**src/sycfg_consts.svh**
```systemverilog
// Purpose: constants for the system configuration readback block
// Assumes: 250 MHz core clock, serial frames of 16 bits, msb first
// Notes: included by the main module only
//
// Operation
// - address 10 with select 0 returns readback word; code replies with it on every frame and does not check select
// - read-only flag 1: reply, configuration kept
// - flag 0: reply old contents, then store
// - reserved bits 11, 10, 1 read zero
// - bit 9 picks ground shift threshold
// - bit 8 picks 20 ms or 1 ms reset
// - bits 7:6 pick aux supply mode
// - bit 5 picks reduced main undervoltage threshold
// - bit 4 picks current monitor action
// - bit 3 enables wake pin detection
// - bit 2 picks cyclic or continuous sampling
// - bit 0 drives inhibit pin high or floating
// - writes accepted only in normal or standby
// - reset state entry forces reset length to 1
// - fail-safe, reset pin fall, short clear aux
`ifndef SYCFG_CONSTS_SVH
`define SYCFG_CONSTS_SVH

`define SYCFG_FRAME_BITS 5'h10
`define SYCFG_CNT_MAX 5'h1F
`define SYCFG_ADDR_HI 15
`define SYCFG_ADDR_LO 14
`define SYCFG_ADDR_CFG 2'h2
`define SYCFG_TGT_SEL_BIT 13
`define SYCFG_RDONLY_BIT 12
`define SYCFG_GST_BIT 9
`define SYCFG_RSTLEN_BIT 8
`define SYCFG_AUX_HI 7
`define SYCFG_AUX_LO 6
`define SYCFG_UV_BIT 5
`define SYCFG_CM_BIT 4
`define SYCFG_WEN_BIT 3
`define SYCFG_WSAMP_BIT 2
`define SYCFG_INHIBIT_BIT 0
`define SYCFG_CFG_MASK 16'h03FD
`define SYCFG_CFG_RESET 16'h0100
`define SYCFG_AUX_OFF 2'h0
`define SYCFG_AUX_ON 2'h1
`define SYCFG_AUX_CYC16 2'h2
`define SYCFG_AUX_CYC32 2'h3
`define SYCFG_CLK_PERIOD_NS 4
`define SYCFG_AUX_ON_NS 350000
`define SYCFG_AUX_P16_NS 16000000
`define SYCFG_AUX_P32_NS 32000000

`endif

```
**src/sycfg_pkg.sv**
```systemverilog
// Purpose: types for the system configuration readback block
// Assumes: nothing beyond the constants header
// Notes: frame tracker state is one-hot
package sycfg_pkg;
    typedef enum logic [1:0] {
        SYCFG_ST_IDLE = 2'b01,
        SYCFG_ST_FRAME = 2'b10
    } sycfg_state_t;
endpackage

```
**src/sycfg_readback.sv**
```systemverilog
// Purpose: serial access, storage and readback of the system configuration
// Assumes: serial clock idles low, sampled on rising, shifted on falling
// Notes: fail-safe events win over a concurrent serial write
`timescale 1ns/1ps
`include "sycfg_consts.svh"
module sycfg_readback
    import sycfg_pkg::*;
#(
    parameter int AUX_ON_CYC = `SYCFG_AUX_ON_NS / `SYCFG_CLK_PERIOD_NS,
    parameter int AUX_P16_CYC = `SYCFG_AUX_P16_NS / `SYCFG_CLK_PERIOD_NS,
    parameter int AUX_P32_CYC = `SYCFG_AUX_P32_NS / `SYCFG_CLK_PERIOD_NS,
    parameter int AUX_CNT_W = 23
)
(
    input wire logic clk,
    input wire logic external_reset_pin,
    input wire logic sclk,
    input wire logic scs_n,
    input wire logic sdi,
    output logic sdo,
    output logic sdo_oe,
    input wire logic mode_write_ok,
    input wire logic enter_reset_state,
    input wire logic enter_failsafe,
    input wire logic external_reset_pin_n,
    input wire logic aux_short_detect,
    output logic ground_shift_level_sel,
    output logic reset_pulse_length_sel,
    output logic [1:0] aux_supply_control,
    output logic aux_supply_on,
    output logic main_undervoltage_level_sel,
    output logic main_current_monitor_sel,
    output logic wake_enable,
    output logic wake_sampling_select,
    output logic host_supply_switch_pin,
    output logic host_supply_switch_pin_oe
);
    ////////////////////////////////////////////////////////////////////////
    // pin synchronisation and edges
    logic [3:0] pins_s;
    logic sclk_s, scs_n_s, sdi_s, xrst_n_s;
    logic sclk_p_q, scs_n_p_q, xrst_n_p_q;
    logic sclk_rise, sclk_fall, frame_start, frame_end, xrst_fall;

    sycfg_sync #(.W(4), .INIT(4'hA)) u_sync (
        .clk(clk),
        .external_reset_pin(external_reset_pin),
        .din({external_reset_pin_n, sdi, scs_n, sclk}),
        .dout(pins_s)
    );

    assign sclk_s = pins_s[0];
    assign scs_n_s = pins_s[1];
    assign sdi_s = pins_s[2];
    assign xrst_n_s = pins_s[3];

    always_ff @(posedge clk or negedge external_reset_pin)
    begin
        if (!external_reset_pin)
        begin
            sclk_p_q <= 1'b0;
            scs_n_p_q <= 1'b1;
            xrst_n_p_q <= 1'b1;
        end
        else
        begin
            sclk_p_q <= sclk_s;
            scs_n_p_q <= scs_n_s;
            xrst_n_p_q <= xrst_n_s;
        end
    end

    assign sclk_rise = sclk_s & ~sclk_p_q;
    assign sclk_fall = ~sclk_s & sclk_p_q;
    assign frame_start = ~scs_n_s & scs_n_p_q;
    assign frame_end = scs_n_s & ~scs_n_p_q;
    assign xrst_fall = ~xrst_n_s & xrst_n_p_q;

    ////////////////////////////////////////////////////////////////////////
    // readback word
    logic [15:0] cfg_q, cfg_d;

    function automatic logic [15:0] sycfg_word(input logic [15:0] cfg);
        logic [15:0] w;
        w = cfg & `SYCFG_CFG_MASK;
        w[`SYCFG_ADDR_HI:`SYCFG_ADDR_LO] = `SYCFG_ADDR_CFG;
        return w;
    endfunction

    ////////////////////////////////////////////////////////////////////////
    // frame tracking and shifting
    sycfg_state_t state_q;
    logic [4:0] bit_cnt_q;
    logic [15:0] rx_q, tx_q;
    logic commit, write_ok;

    always_ff @(posedge clk or negedge external_reset_pin)
    begin
        if (!external_reset_pin)
            state_q <= SYCFG_ST_IDLE;
        else
        begin
            unique case (state_q)
                SYCFG_ST_IDLE: if (frame_start) state_q <= SYCFG_ST_FRAME;
                SYCFG_ST_FRAME: if (frame_end) state_q <= SYCFG_ST_IDLE;
                default: state_q <= SYCFG_ST_IDLE;
            endcase
        end
    end

    always_ff @(posedge clk or negedge external_reset_pin)
    begin
        if (!external_reset_pin)
        begin
            bit_cnt_q <= 5'h0;
            rx_q <= 16'h0;
        end
        else if (frame_start)
            bit_cnt_q <= 5'h0;
        else if (state_q == SYCFG_ST_FRAME && sclk_rise)
        begin
            rx_q <= {rx_q[14:0], sdi_s};
            if (bit_cnt_q != `SYCFG_CNT_MAX)
                bit_cnt_q <= bit_cnt_q + 5'h1;
        end
    end

    always_ff @(posedge clk or negedge external_reset_pin)
    begin
        if (!external_reset_pin)
            tx_q <= 16'h0;
        else if (frame_start)
            tx_q <= sycfg_word(cfg_q);
        else if (state_q == SYCFG_ST_FRAME && sclk_fall)
            tx_q <= {tx_q[14:0], 1'b0};
    end

    assign sdo = tx_q[15];
    assign sdo_oe = (state_q == SYCFG_ST_FRAME);

    assign commit = (state_q == SYCFG_ST_FRAME) && frame_end && (bit_cnt_q == `SYCFG_FRAME_BITS)
        && (rx_q[`SYCFG_ADDR_HI:`SYCFG_ADDR_LO] == `SYCFG_ADDR_CFG);
    assign write_ok = commit && !rx_q[`SYCFG_RDONLY_BIT] && mode_write_ok;

    ////////////////////////////////////////////////////////////////////////
    // configuration storage
    always_comb
    begin
        cfg_d = cfg_q;
        if (write_ok)
            cfg_d = rx_q & `SYCFG_CFG_MASK;
        if (enter_reset_state)
            cfg_d[`SYCFG_RSTLEN_BIT] = 1'b1;
        if (enter_failsafe || xrst_fall || aux_short_detect)
            cfg_d[`SYCFG_AUX_HI:`SYCFG_AUX_LO] = `SYCFG_AUX_OFF;
    end

    always_ff @(posedge clk or negedge external_reset_pin)
    begin
        if (!external_reset_pin)
            cfg_q <= `SYCFG_CFG_RESET;
        else
            cfg_q <= cfg_d;
    end

    assign ground_shift_level_sel = cfg_q[`SYCFG_GST_BIT];
    assign reset_pulse_length_sel = cfg_q[`SYCFG_RSTLEN_BIT];
    assign aux_supply_control = cfg_q[`SYCFG_AUX_HI:`SYCFG_AUX_LO];
    assign main_undervoltage_level_sel = cfg_q[`SYCFG_UV_BIT];
    assign main_current_monitor_sel = cfg_q[`SYCFG_CM_BIT];
    assign wake_enable = cfg_q[`SYCFG_WEN_BIT];
    assign wake_sampling_select = cfg_q[`SYCFG_WSAMP_BIT];
    assign host_supply_switch_pin = 1'b1;
    assign host_supply_switch_pin_oe = cfg_q[`SYCFG_INHIBIT_BIT];

    ////////////////////////////////////////////////////////////////////////
    // aux supply on/off timing
    logic [AUX_CNT_W-1:0] aux_cnt_q, aux_period;

    assign aux_period = (aux_supply_control == `SYCFG_AUX_CYC32) ? AUX_CNT_W'(AUX_P32_CYC)
        : AUX_CNT_W'(AUX_P16_CYC);

    always_ff @(posedge clk or negedge external_reset_pin)
    begin
        if (!external_reset_pin)
            aux_cnt_q <= '0;
        else if (!aux_supply_control[1] || aux_cnt_q >= aux_period - AUX_CNT_W'(1))
            aux_cnt_q <= '0;
        else
            aux_cnt_q <= aux_cnt_q + AUX_CNT_W'(1);
    end

    always_ff @(posedge clk or negedge external_reset_pin)
    begin
        if (!external_reset_pin)
            aux_supply_on <= 1'b0;
        else
        begin
            unique case (aux_supply_control)
                `SYCFG_AUX_OFF: aux_supply_on <= 1'b0;
                `SYCFG_AUX_ON: aux_supply_on <= 1'b1;
                default: aux_supply_on <= (aux_cnt_q < AUX_CNT_W'(AUX_ON_CYC));
            endcase
        end
    end
endmodule // sycfg_readback

```
**src/sycfg_sync.sv**
```systemverilog
// Purpose: two-flop synchroniser for pin inputs
// Assumes: inputs asynchronous to clk
// Notes: first stage read only by the second
`timescale 1ns/1ps
module sycfg_sync #(
    parameter int W = 1,
    parameter logic [W-1:0] INIT = '0
)
(
    input wire logic clk,
    input wire logic external_reset_pin,
    input wire logic [W-1:0] din,
    output logic [W-1:0] dout
);
    logic [W-1:0] meta_q;

    always_ff @(posedge clk or negedge external_reset_pin)
    begin
        if (!external_reset_pin)
        begin
            meta_q <= INIT;
            dout <= INIT;
        end
        else
        begin
            meta_q <= din;
            dout <= meta_q;
        end
    end
endmodule // sycfg_sync

```
**config.mk**
```make
export PLATFORM = sky130hd
export DESIGN_NAME = sycfg_readback
export DESIGN_NICKNAME = d
export VERILOG_FILES = /design/src/sycfg_pkg.sv /design/src/sycfg_readback.sv /design/src/sycfg_sync.sv
export VERILOG_INCLUDE_DIRS = /design/src
export SDC_FILE = /design/constraint.sdc
export NUM_CORES = 1
export LEC_CHECK = 0
export BUFFER_PORTS_ARGS = -buffer_cell sky130_fd_sc_hd__buf_2
export CORE_MARGIN = 3
export CORE_UTILIZATION = 30
export CTS_CLUSTER_SIZE = 8
export DETAILED_ROUTE_END_ITERATION = 12
export HOLD_SLACK_MARGIN = 0.05
export PLACE_DENSITY_LB_ADDON = 0.3
export SKIP_CTS_REPAIR_TIMING = 1
export SLEW_MARGIN = 10
export SYNTH_ARGS = -nofsm -noshare
export SYNTH_HDL_FRONTEND = slang
export SYNTH_SLANG_ARGS = --single-unit
```
**constraint.sdc**
```tcl
create_clock -name clk -period 3.15 [get_ports clk]
set_clock_uncertainty 0.2 [all_clocks]
set_input_delay 0.315 -clock clk [delete_from_list [all_inputs] [get_ports clk]]
set_output_delay 0.315 -clock clk [all_outputs]
set_load 0.05 [all_outputs]
```
## Word-level counts from Yosys, hierarchy flattened

Index checks and enable logic that the tools add are counted.
Widths: inputs -> output; s select.

| cells by class | value |
|---|---|
| eq/ne operators | 9 |
| bitwise logic cells | 11 |
| add/sub/neg operators | 3 |
| mux-type cells | 14 |
| reduce and logical (&&, ||, !) cells | 21 |
| magnitude comparators | 2 |

Operators with widths:

| operator | number |
|---|---|
| $mux 23 | 2 |
| $mux 16 | 2 |
| $add 23x1->23 const B | 1 |
| $ge 23x23->1 | 1 |
| $lt 23x17->1 const B | 1 |
| $sub 23x1->23 const B | 1 |
| $mux 5 | 3 |
| $reduce_bool 2->1 | 5 |
| $mux 9 | 1 |
| $logic_and 1x1->1 | 7 |
| $eq 2x2->1 const B | 3 |
| $mux 2 | 3 |
| $not 1->1 | 6 |
| $reduce_and 2->1 | 3 |
| $add 5x1->5 const B | 1 |
| $and 1x1->1 | 5 |
| $eq 5x5->1 const B | 1 |
| $ne 5x5->1 const B | 1 |
| $eq 2x1->1 const B | 2 |
| $pmux 2 s2 | 1 |
| $logic_or 1x1->1 | 3 |
| $logic_not 1->1 | 2 |
| $logic_not 2->1 | 1 |
| $ne 2x1->1 const B | 1 |
| other kinds (3) | 3 |

| storage, ports and cells | value |
|---|---|
| bits in registers | 83 |
| output and inout port bits | 13 |
| bits of input ports | 10 |

## Longest topological paths before layout

| logic depth | value |
|---|---|
| depth after elaboration | 9 |
| mapped depth | 8 |

## Hierarchy

From an unflattened synthesis, not the netlist that was laid out.

| second synthesis, totals | value |
|---|---|
| cell total of the unflattened synthesis | 333 |
| area total of the unflattened synthesis | 4026.4 um^2 |

Modules (own cells, without submodules):

| module | times used | cells an instance | sequential area each (um^2) | area each (um^2) |
|---|---|---|---|---|
| sycfg_readback | 1 | 325 | 1881.8 | 3821.2 |
| sycfg_sync | 1 | 8 | 205.2 | 205.2 |

## Worst setup path after synthesis

Ideal clock, no wire load.

| timing path | value |
|---|---|
| path kind | reg2reg |
| start point | reg cfg_q[7] |
| end point | reg aux_cnt_q[10] |
| data arrival time | 2.495 ns |
| slack | 0.331 ns |
| cell stages (with the launch flop) | 8 |
| setup time | 0.125 ns |
| clock period less this slack | 2.819 ns |
| path through | dfrtp_1 nand2_2 ha_1 nand4_1 or4b_1 o311ai_4 buf_6 nor3_1 |

| between the ends | value |
|---|---|
| longest elaborated chain between the ends | 6 |

Ends and longest elaborated chain:

| item | RTL line | text |
|---|---|---|
| from (decl) | sycfg_readback.sv:81 | `logic [15:0] cfg_q, cfg_d;` |
| from (signal assigned) | sycfg_readback.sv:161 | `` cfg_q <= `SYCFG_CFG_RESET; `` |
| from (signal assigned) | sycfg_readback.sv:163 | `cfg_q <= cfg_d;` |
| $eq 2x2->1 (no line) | - |  |
| $mux 23 | sycfg_readback.sv:180 | `` assign aux_period = (aux_supply_control == `SYCFG_AUX_CYC32) ? AUX_CNT_W'(AUX_P32_CYC) `` |
| $sub 23x1->23 | sycfg_readback.sv:187 | `else if (!aux_supply_control[1] \|\| aux_cnt_q >= aux_period - AUX_CNT_W'(1))` |
| $ge 23x23->1 | sycfg_readback.sv:187 |  |
| $logic_or 1x1->1 * | sycfg_readback.sv:187 |  |
| $mux 23 * | sycfg_readback.sv:187 |  |
| to (signal assigned) | sycfg_readback.sv:190 | `aux_cnt_q <= aux_cnt_q + AUX_CNT_W'(1);` |
| to (decl) | sycfg_readback.sv:178 | `logic [AUX_CNT_W-1:0] aux_cnt_q, aux_period;` |

Every way passes the cells marked *; elsewhere a longest branch is shown, timed or not.
A chain may end at the register's enable or synchronous reset.

## Worst setup path after layout

| timing path | value |
|---|---|
| start point | reg cfg_q[7] |
| end point | reg aux_cnt_q[16] |

The elaborated chain is that of the path after synthesis.

==> out/results.md <==
| Metric | Reported |
| --- | --- |
| Largest net degree at the start of global routing | 84 |
| Top achievable clock speed | 369 MHz |
| Pwr/cell area | 485 nW/um^2 |
| Worst min-delay path category | in2async |
| Number of global-route vias before repair | 2605 |
| Fraction of the yosys area taken by sequential cells | 54.5% |
| Iteration-0 DRC Markers | 202 |
| Portion of the clock cycle consumed by the worst path in the final layout | 86.0% |
| Register-to-register setup slack | 0.44 ns |
| Critical Path Fanout Max | 23 |
| Starting density of the core | 31.2% |
| Async set-or-reset flop fraction in the synthesized netlist | 100% |
| Half-perimeter wire length after placement | 4.69 mm |
| Cell variety after synth | 52 |
| Clock Path Buffers | 2 |
| Worst hold margin | -0.0647 ns |
| Post-route standard cell area excluding fillers | 4410 sq um |
| Share of layout cells above drive strength 1 | 19.8% |
| Max-cap violations | 0 |
| Synthesized instance count | 344 |
| Actual transition at the worst max-transition pin | 1.02 ns |
| Fillcell total | 1266 |
| Number of buffers inserted during clock tree synthesis | 9 |
| Utilization of the core after routing | 35.9% |
| Placer congestion estimate | 0.809 |
| Routed wire length | 7.22 mm |
| Leak pwr | 0.00189 uW |
| IO Pins | 23 |
| Via/cell ratio | 4.71 |
| Net count of the mapped netlist | 362 |
| First-pass GRT wire length | 12.6 mm |
| Antenna fix cells | 0 |
| Cell breakdown of the critical path | nand2_2, ha_1, nand4_1, or4b_1, o311ai_4, buf_4, nor3_1 |
| Combined flip-flop and latch cell area | 2090 sq um |
| Flop and latch count out of synthesis | 83 |
| Average instance area after synthesis | 11.1 sq um |
| Highest ir drop seen on vdd | 0.223 mV |
| Count of antenna-violating nets left after detailed routing | 0 |
| Total number of nets in the final design | 386 |
| Placement Cell Area | 4080 sq um |
| Clock tree from TritonCTS | yes |
| Launch point of the critical path | cfg_q[7] |
| Leading cell types in the layout, fill and taps excluded | dfrtp_1 (75), nand2_1 (40), nor3_1 (31) |
| Skew-Pair Late Insertion Delay | 0.34 ns |
| Setup violators final | 0 |
| Worst endpoint required time | 3.16 ns |
| Count of flip-flops with a built-in enable after synthesis | 0 |
| Detailed Routing Iterations Pass 1 | 4 |
| Total negative slack | 0 ns |
| Area Overhead vs Synth | 15.1% |
| Predominant post-synthesis flop cell | dfrtp_1 |
| Worst-case reg-to-reg path depth | 7 |
| Core Footprint | 12300 sq um |
| WL per Instance | 13.3 um |
| Via count | 2550 |
| IO buf count | 21 |
| Area enclosed by the die boundary | 14100 sq um |
| Startpoint of the worst-slack reg-to-reg timing path | cfg_q[7] |
| Run status | finished, violations left |
| Vertical die dimension | 119 um |
| Classification of the worst setup path | reg2reg |
| Antenna violations before repair | 0 |
| Total of warnings raised by yosys | 0 |
| Die width | 119 um |
| Failing checks | negative hold slack |
| Mapped cell area | 3830 sq um |
| Number of pins with negative max-slew slack in the final report | 0 |
| Clock Root Buffer | clkbuf_16 |
| Crit path capture type | register |
| Multi-input gate area in the final layout | 1600 sq um |
| Endpoints failing hold | 75 |
| Arrival time at the worst endpoint | 2.72 ns |
| Critical Path Source Type | register |
| Min cycle time layout | 2.71 ns |
| # H-tree levels | 3 |
| Reg-to-reg endpoint | aux_cnt_q[16] |
| Master of the slowest instance on the critical path | or4b_1 |
| Final Total Pwr | 2140 uW |
| Sink count of the clock tree | 83 |
| Delay of the slowest critical-path stage | 0.57 ns |
| Register clock-pin slew on the reported worst setup and hold paths | 0.07 ns |
| Post-route DRC violation count | 0 |
| Number of cell rows | 40 |
| Overall global routing resource usage | 11.1% |
| Setup repair after global routing missed its margin | false |
| Tightest slew margin relative to the limit | 31.9% |
| Overflow after GRT | 0 |
| Most common cell after layout, fill and taps aside | dfrtp_1 |
[per-layer routing]
layer	GRT usage, %	vias up	share of wire (%)
met3	3.23	13	4.1
met2	17.2	31	45
met4	4.56	0	1.6
met1	14.5	1262	49
met5	0	-	0
li1	-	1244	-
[cell type report]
type	count	area share, %
Clock buffer	9	5.11
Sequential cell	83	47.4
Tap cell	168	4.77
Timing Repair Buffer	30	4.26
Multi-Input combinational cell	233	36.4
Inverter	11	0.937
Clock inverter	7	1.16
[worst max-delay path by stage]
stage / to / depth (start not counted)
after detailed placement: aux_cnt_q[16] / 7
after global placement: aux_cnt_q[18] / 7
after global routing: aux_cnt_q[18] / 7
after CTS: aux_cnt_q[16] / 7
final: aux_cnt_q[16] / 7
after floorplan: aux_cnt_q[10] / 7
[cells in the mapped netlist, types with 2 or more instances]
| library cell | n | share of area (%) |
|---|---|---|
| a211oi_1 | 2 | 0.39 |
| ha_1 | 8 | 2.6 |
| a21oi_1 | 10 | 1.3 |
| mux2i_1 | 13 | 3.4 |
| mux2_2 | 18 | 5.3 |
| clkbuf_1 | 4 | 0.39 |
| nand3_1 | 8 | 1.0 |
| xnor2_1 | 14 | 3.2 |
| and2_1 | 2 | 0.33 |
| dfstp_2 | 8 | 5.5 |
| o21ai_0 | 12 | 1.6 |
| mux2_1 | 3 | 0.88 |
| and3_1 | 3 | 0.49 |
| xor2_1 | 10 | 2.3 |
| or4b_1 | 2 | 0.52 |
| nand3b_1 | 3 | 0.59 |
| buf_4 | 2 | 0.39 |
| inv_1 | 11 | 1.1 |
| nor4b_1 | 2 | 0.46 |
| dfrtp_1 | 75 | 49 |
| nor3_1 | 31 | 4.1 |
| nor2b_1 | 5 | 0.82 |
| nor2_1 | 12 | 1.2 |
| nand4_1 | 10 | 1.6 |
| nand2_1 | 40 | 3.9 |
| buf_6 | 2 | 0.59 |
| buf_2 | 8 | 1.0 |
| a211o_1 | 2 | 0.46 |
[worst max-delay path: cells and delay by family, from the launching register on]
| family | cells | cell delay, ns |
|---|---|---|
| AND/OR/NAND/NOR | 4 | 0.97 |
| AO/OA/AOI/OAI | 1 | 0.22 |
| adder cells (fa/ha/maj) | 1 | 0.33 |
| flip-flops | 1 | 0.55 |
| buffers and inverters | 1 | 0.30 |
[sequential cells by signal (all words and copies together) (netlist names)]
| signal | cells |
|---|---|
| aux_cnt_q | 23 |
| sclk_p_q | 1 |
| u_sync.meta_q | 4 |
| state_q | 2 |
| bit_cnt_q | 5 |
| cfg_q | 9 |
| xrst_n_p_q | 1 |
| scs_n_p_q | 1 |
| tx_q | 16 |
| u_sync.dout | 4 |
| rx_q | 16 |
| aux_supply_on | 1 |
[logic make-up (layout without fill, tap and decap cells)]
family,count (synthesis),after routing,synth area share [%]
XOR/XNOR,24,24,5.49
multiplexers,34,34,9.58
other,1,1,0.0980
flip-flops,83,83,54.5
buffers and inverters,28,57,3.63
AND/OR/NAND/NOR,132,132,18.1
adder cells (fa/ha/maj),8,8,2.62
AO/OA/AOI/OAI,34,34,5.92
[per-stage QoR]
stage	setup WS (ns)	instances
floorplan	0.331	344
global placement	0.517	520
detailed placement	0.456	520
global route	0.228	541
CTS	0.439	536
finish	0.441	541
[power by group]
| part | switching [uW] | internal, uW |
|---|---|---|
| Combinational | 41.2 | 19.9 |
| Clock | 441 | 539 |
| Sequential | 8.68 | 1090 |
| Total | 491 | 1640 |
Note: power is estimated with default switching activity, not from simulation.
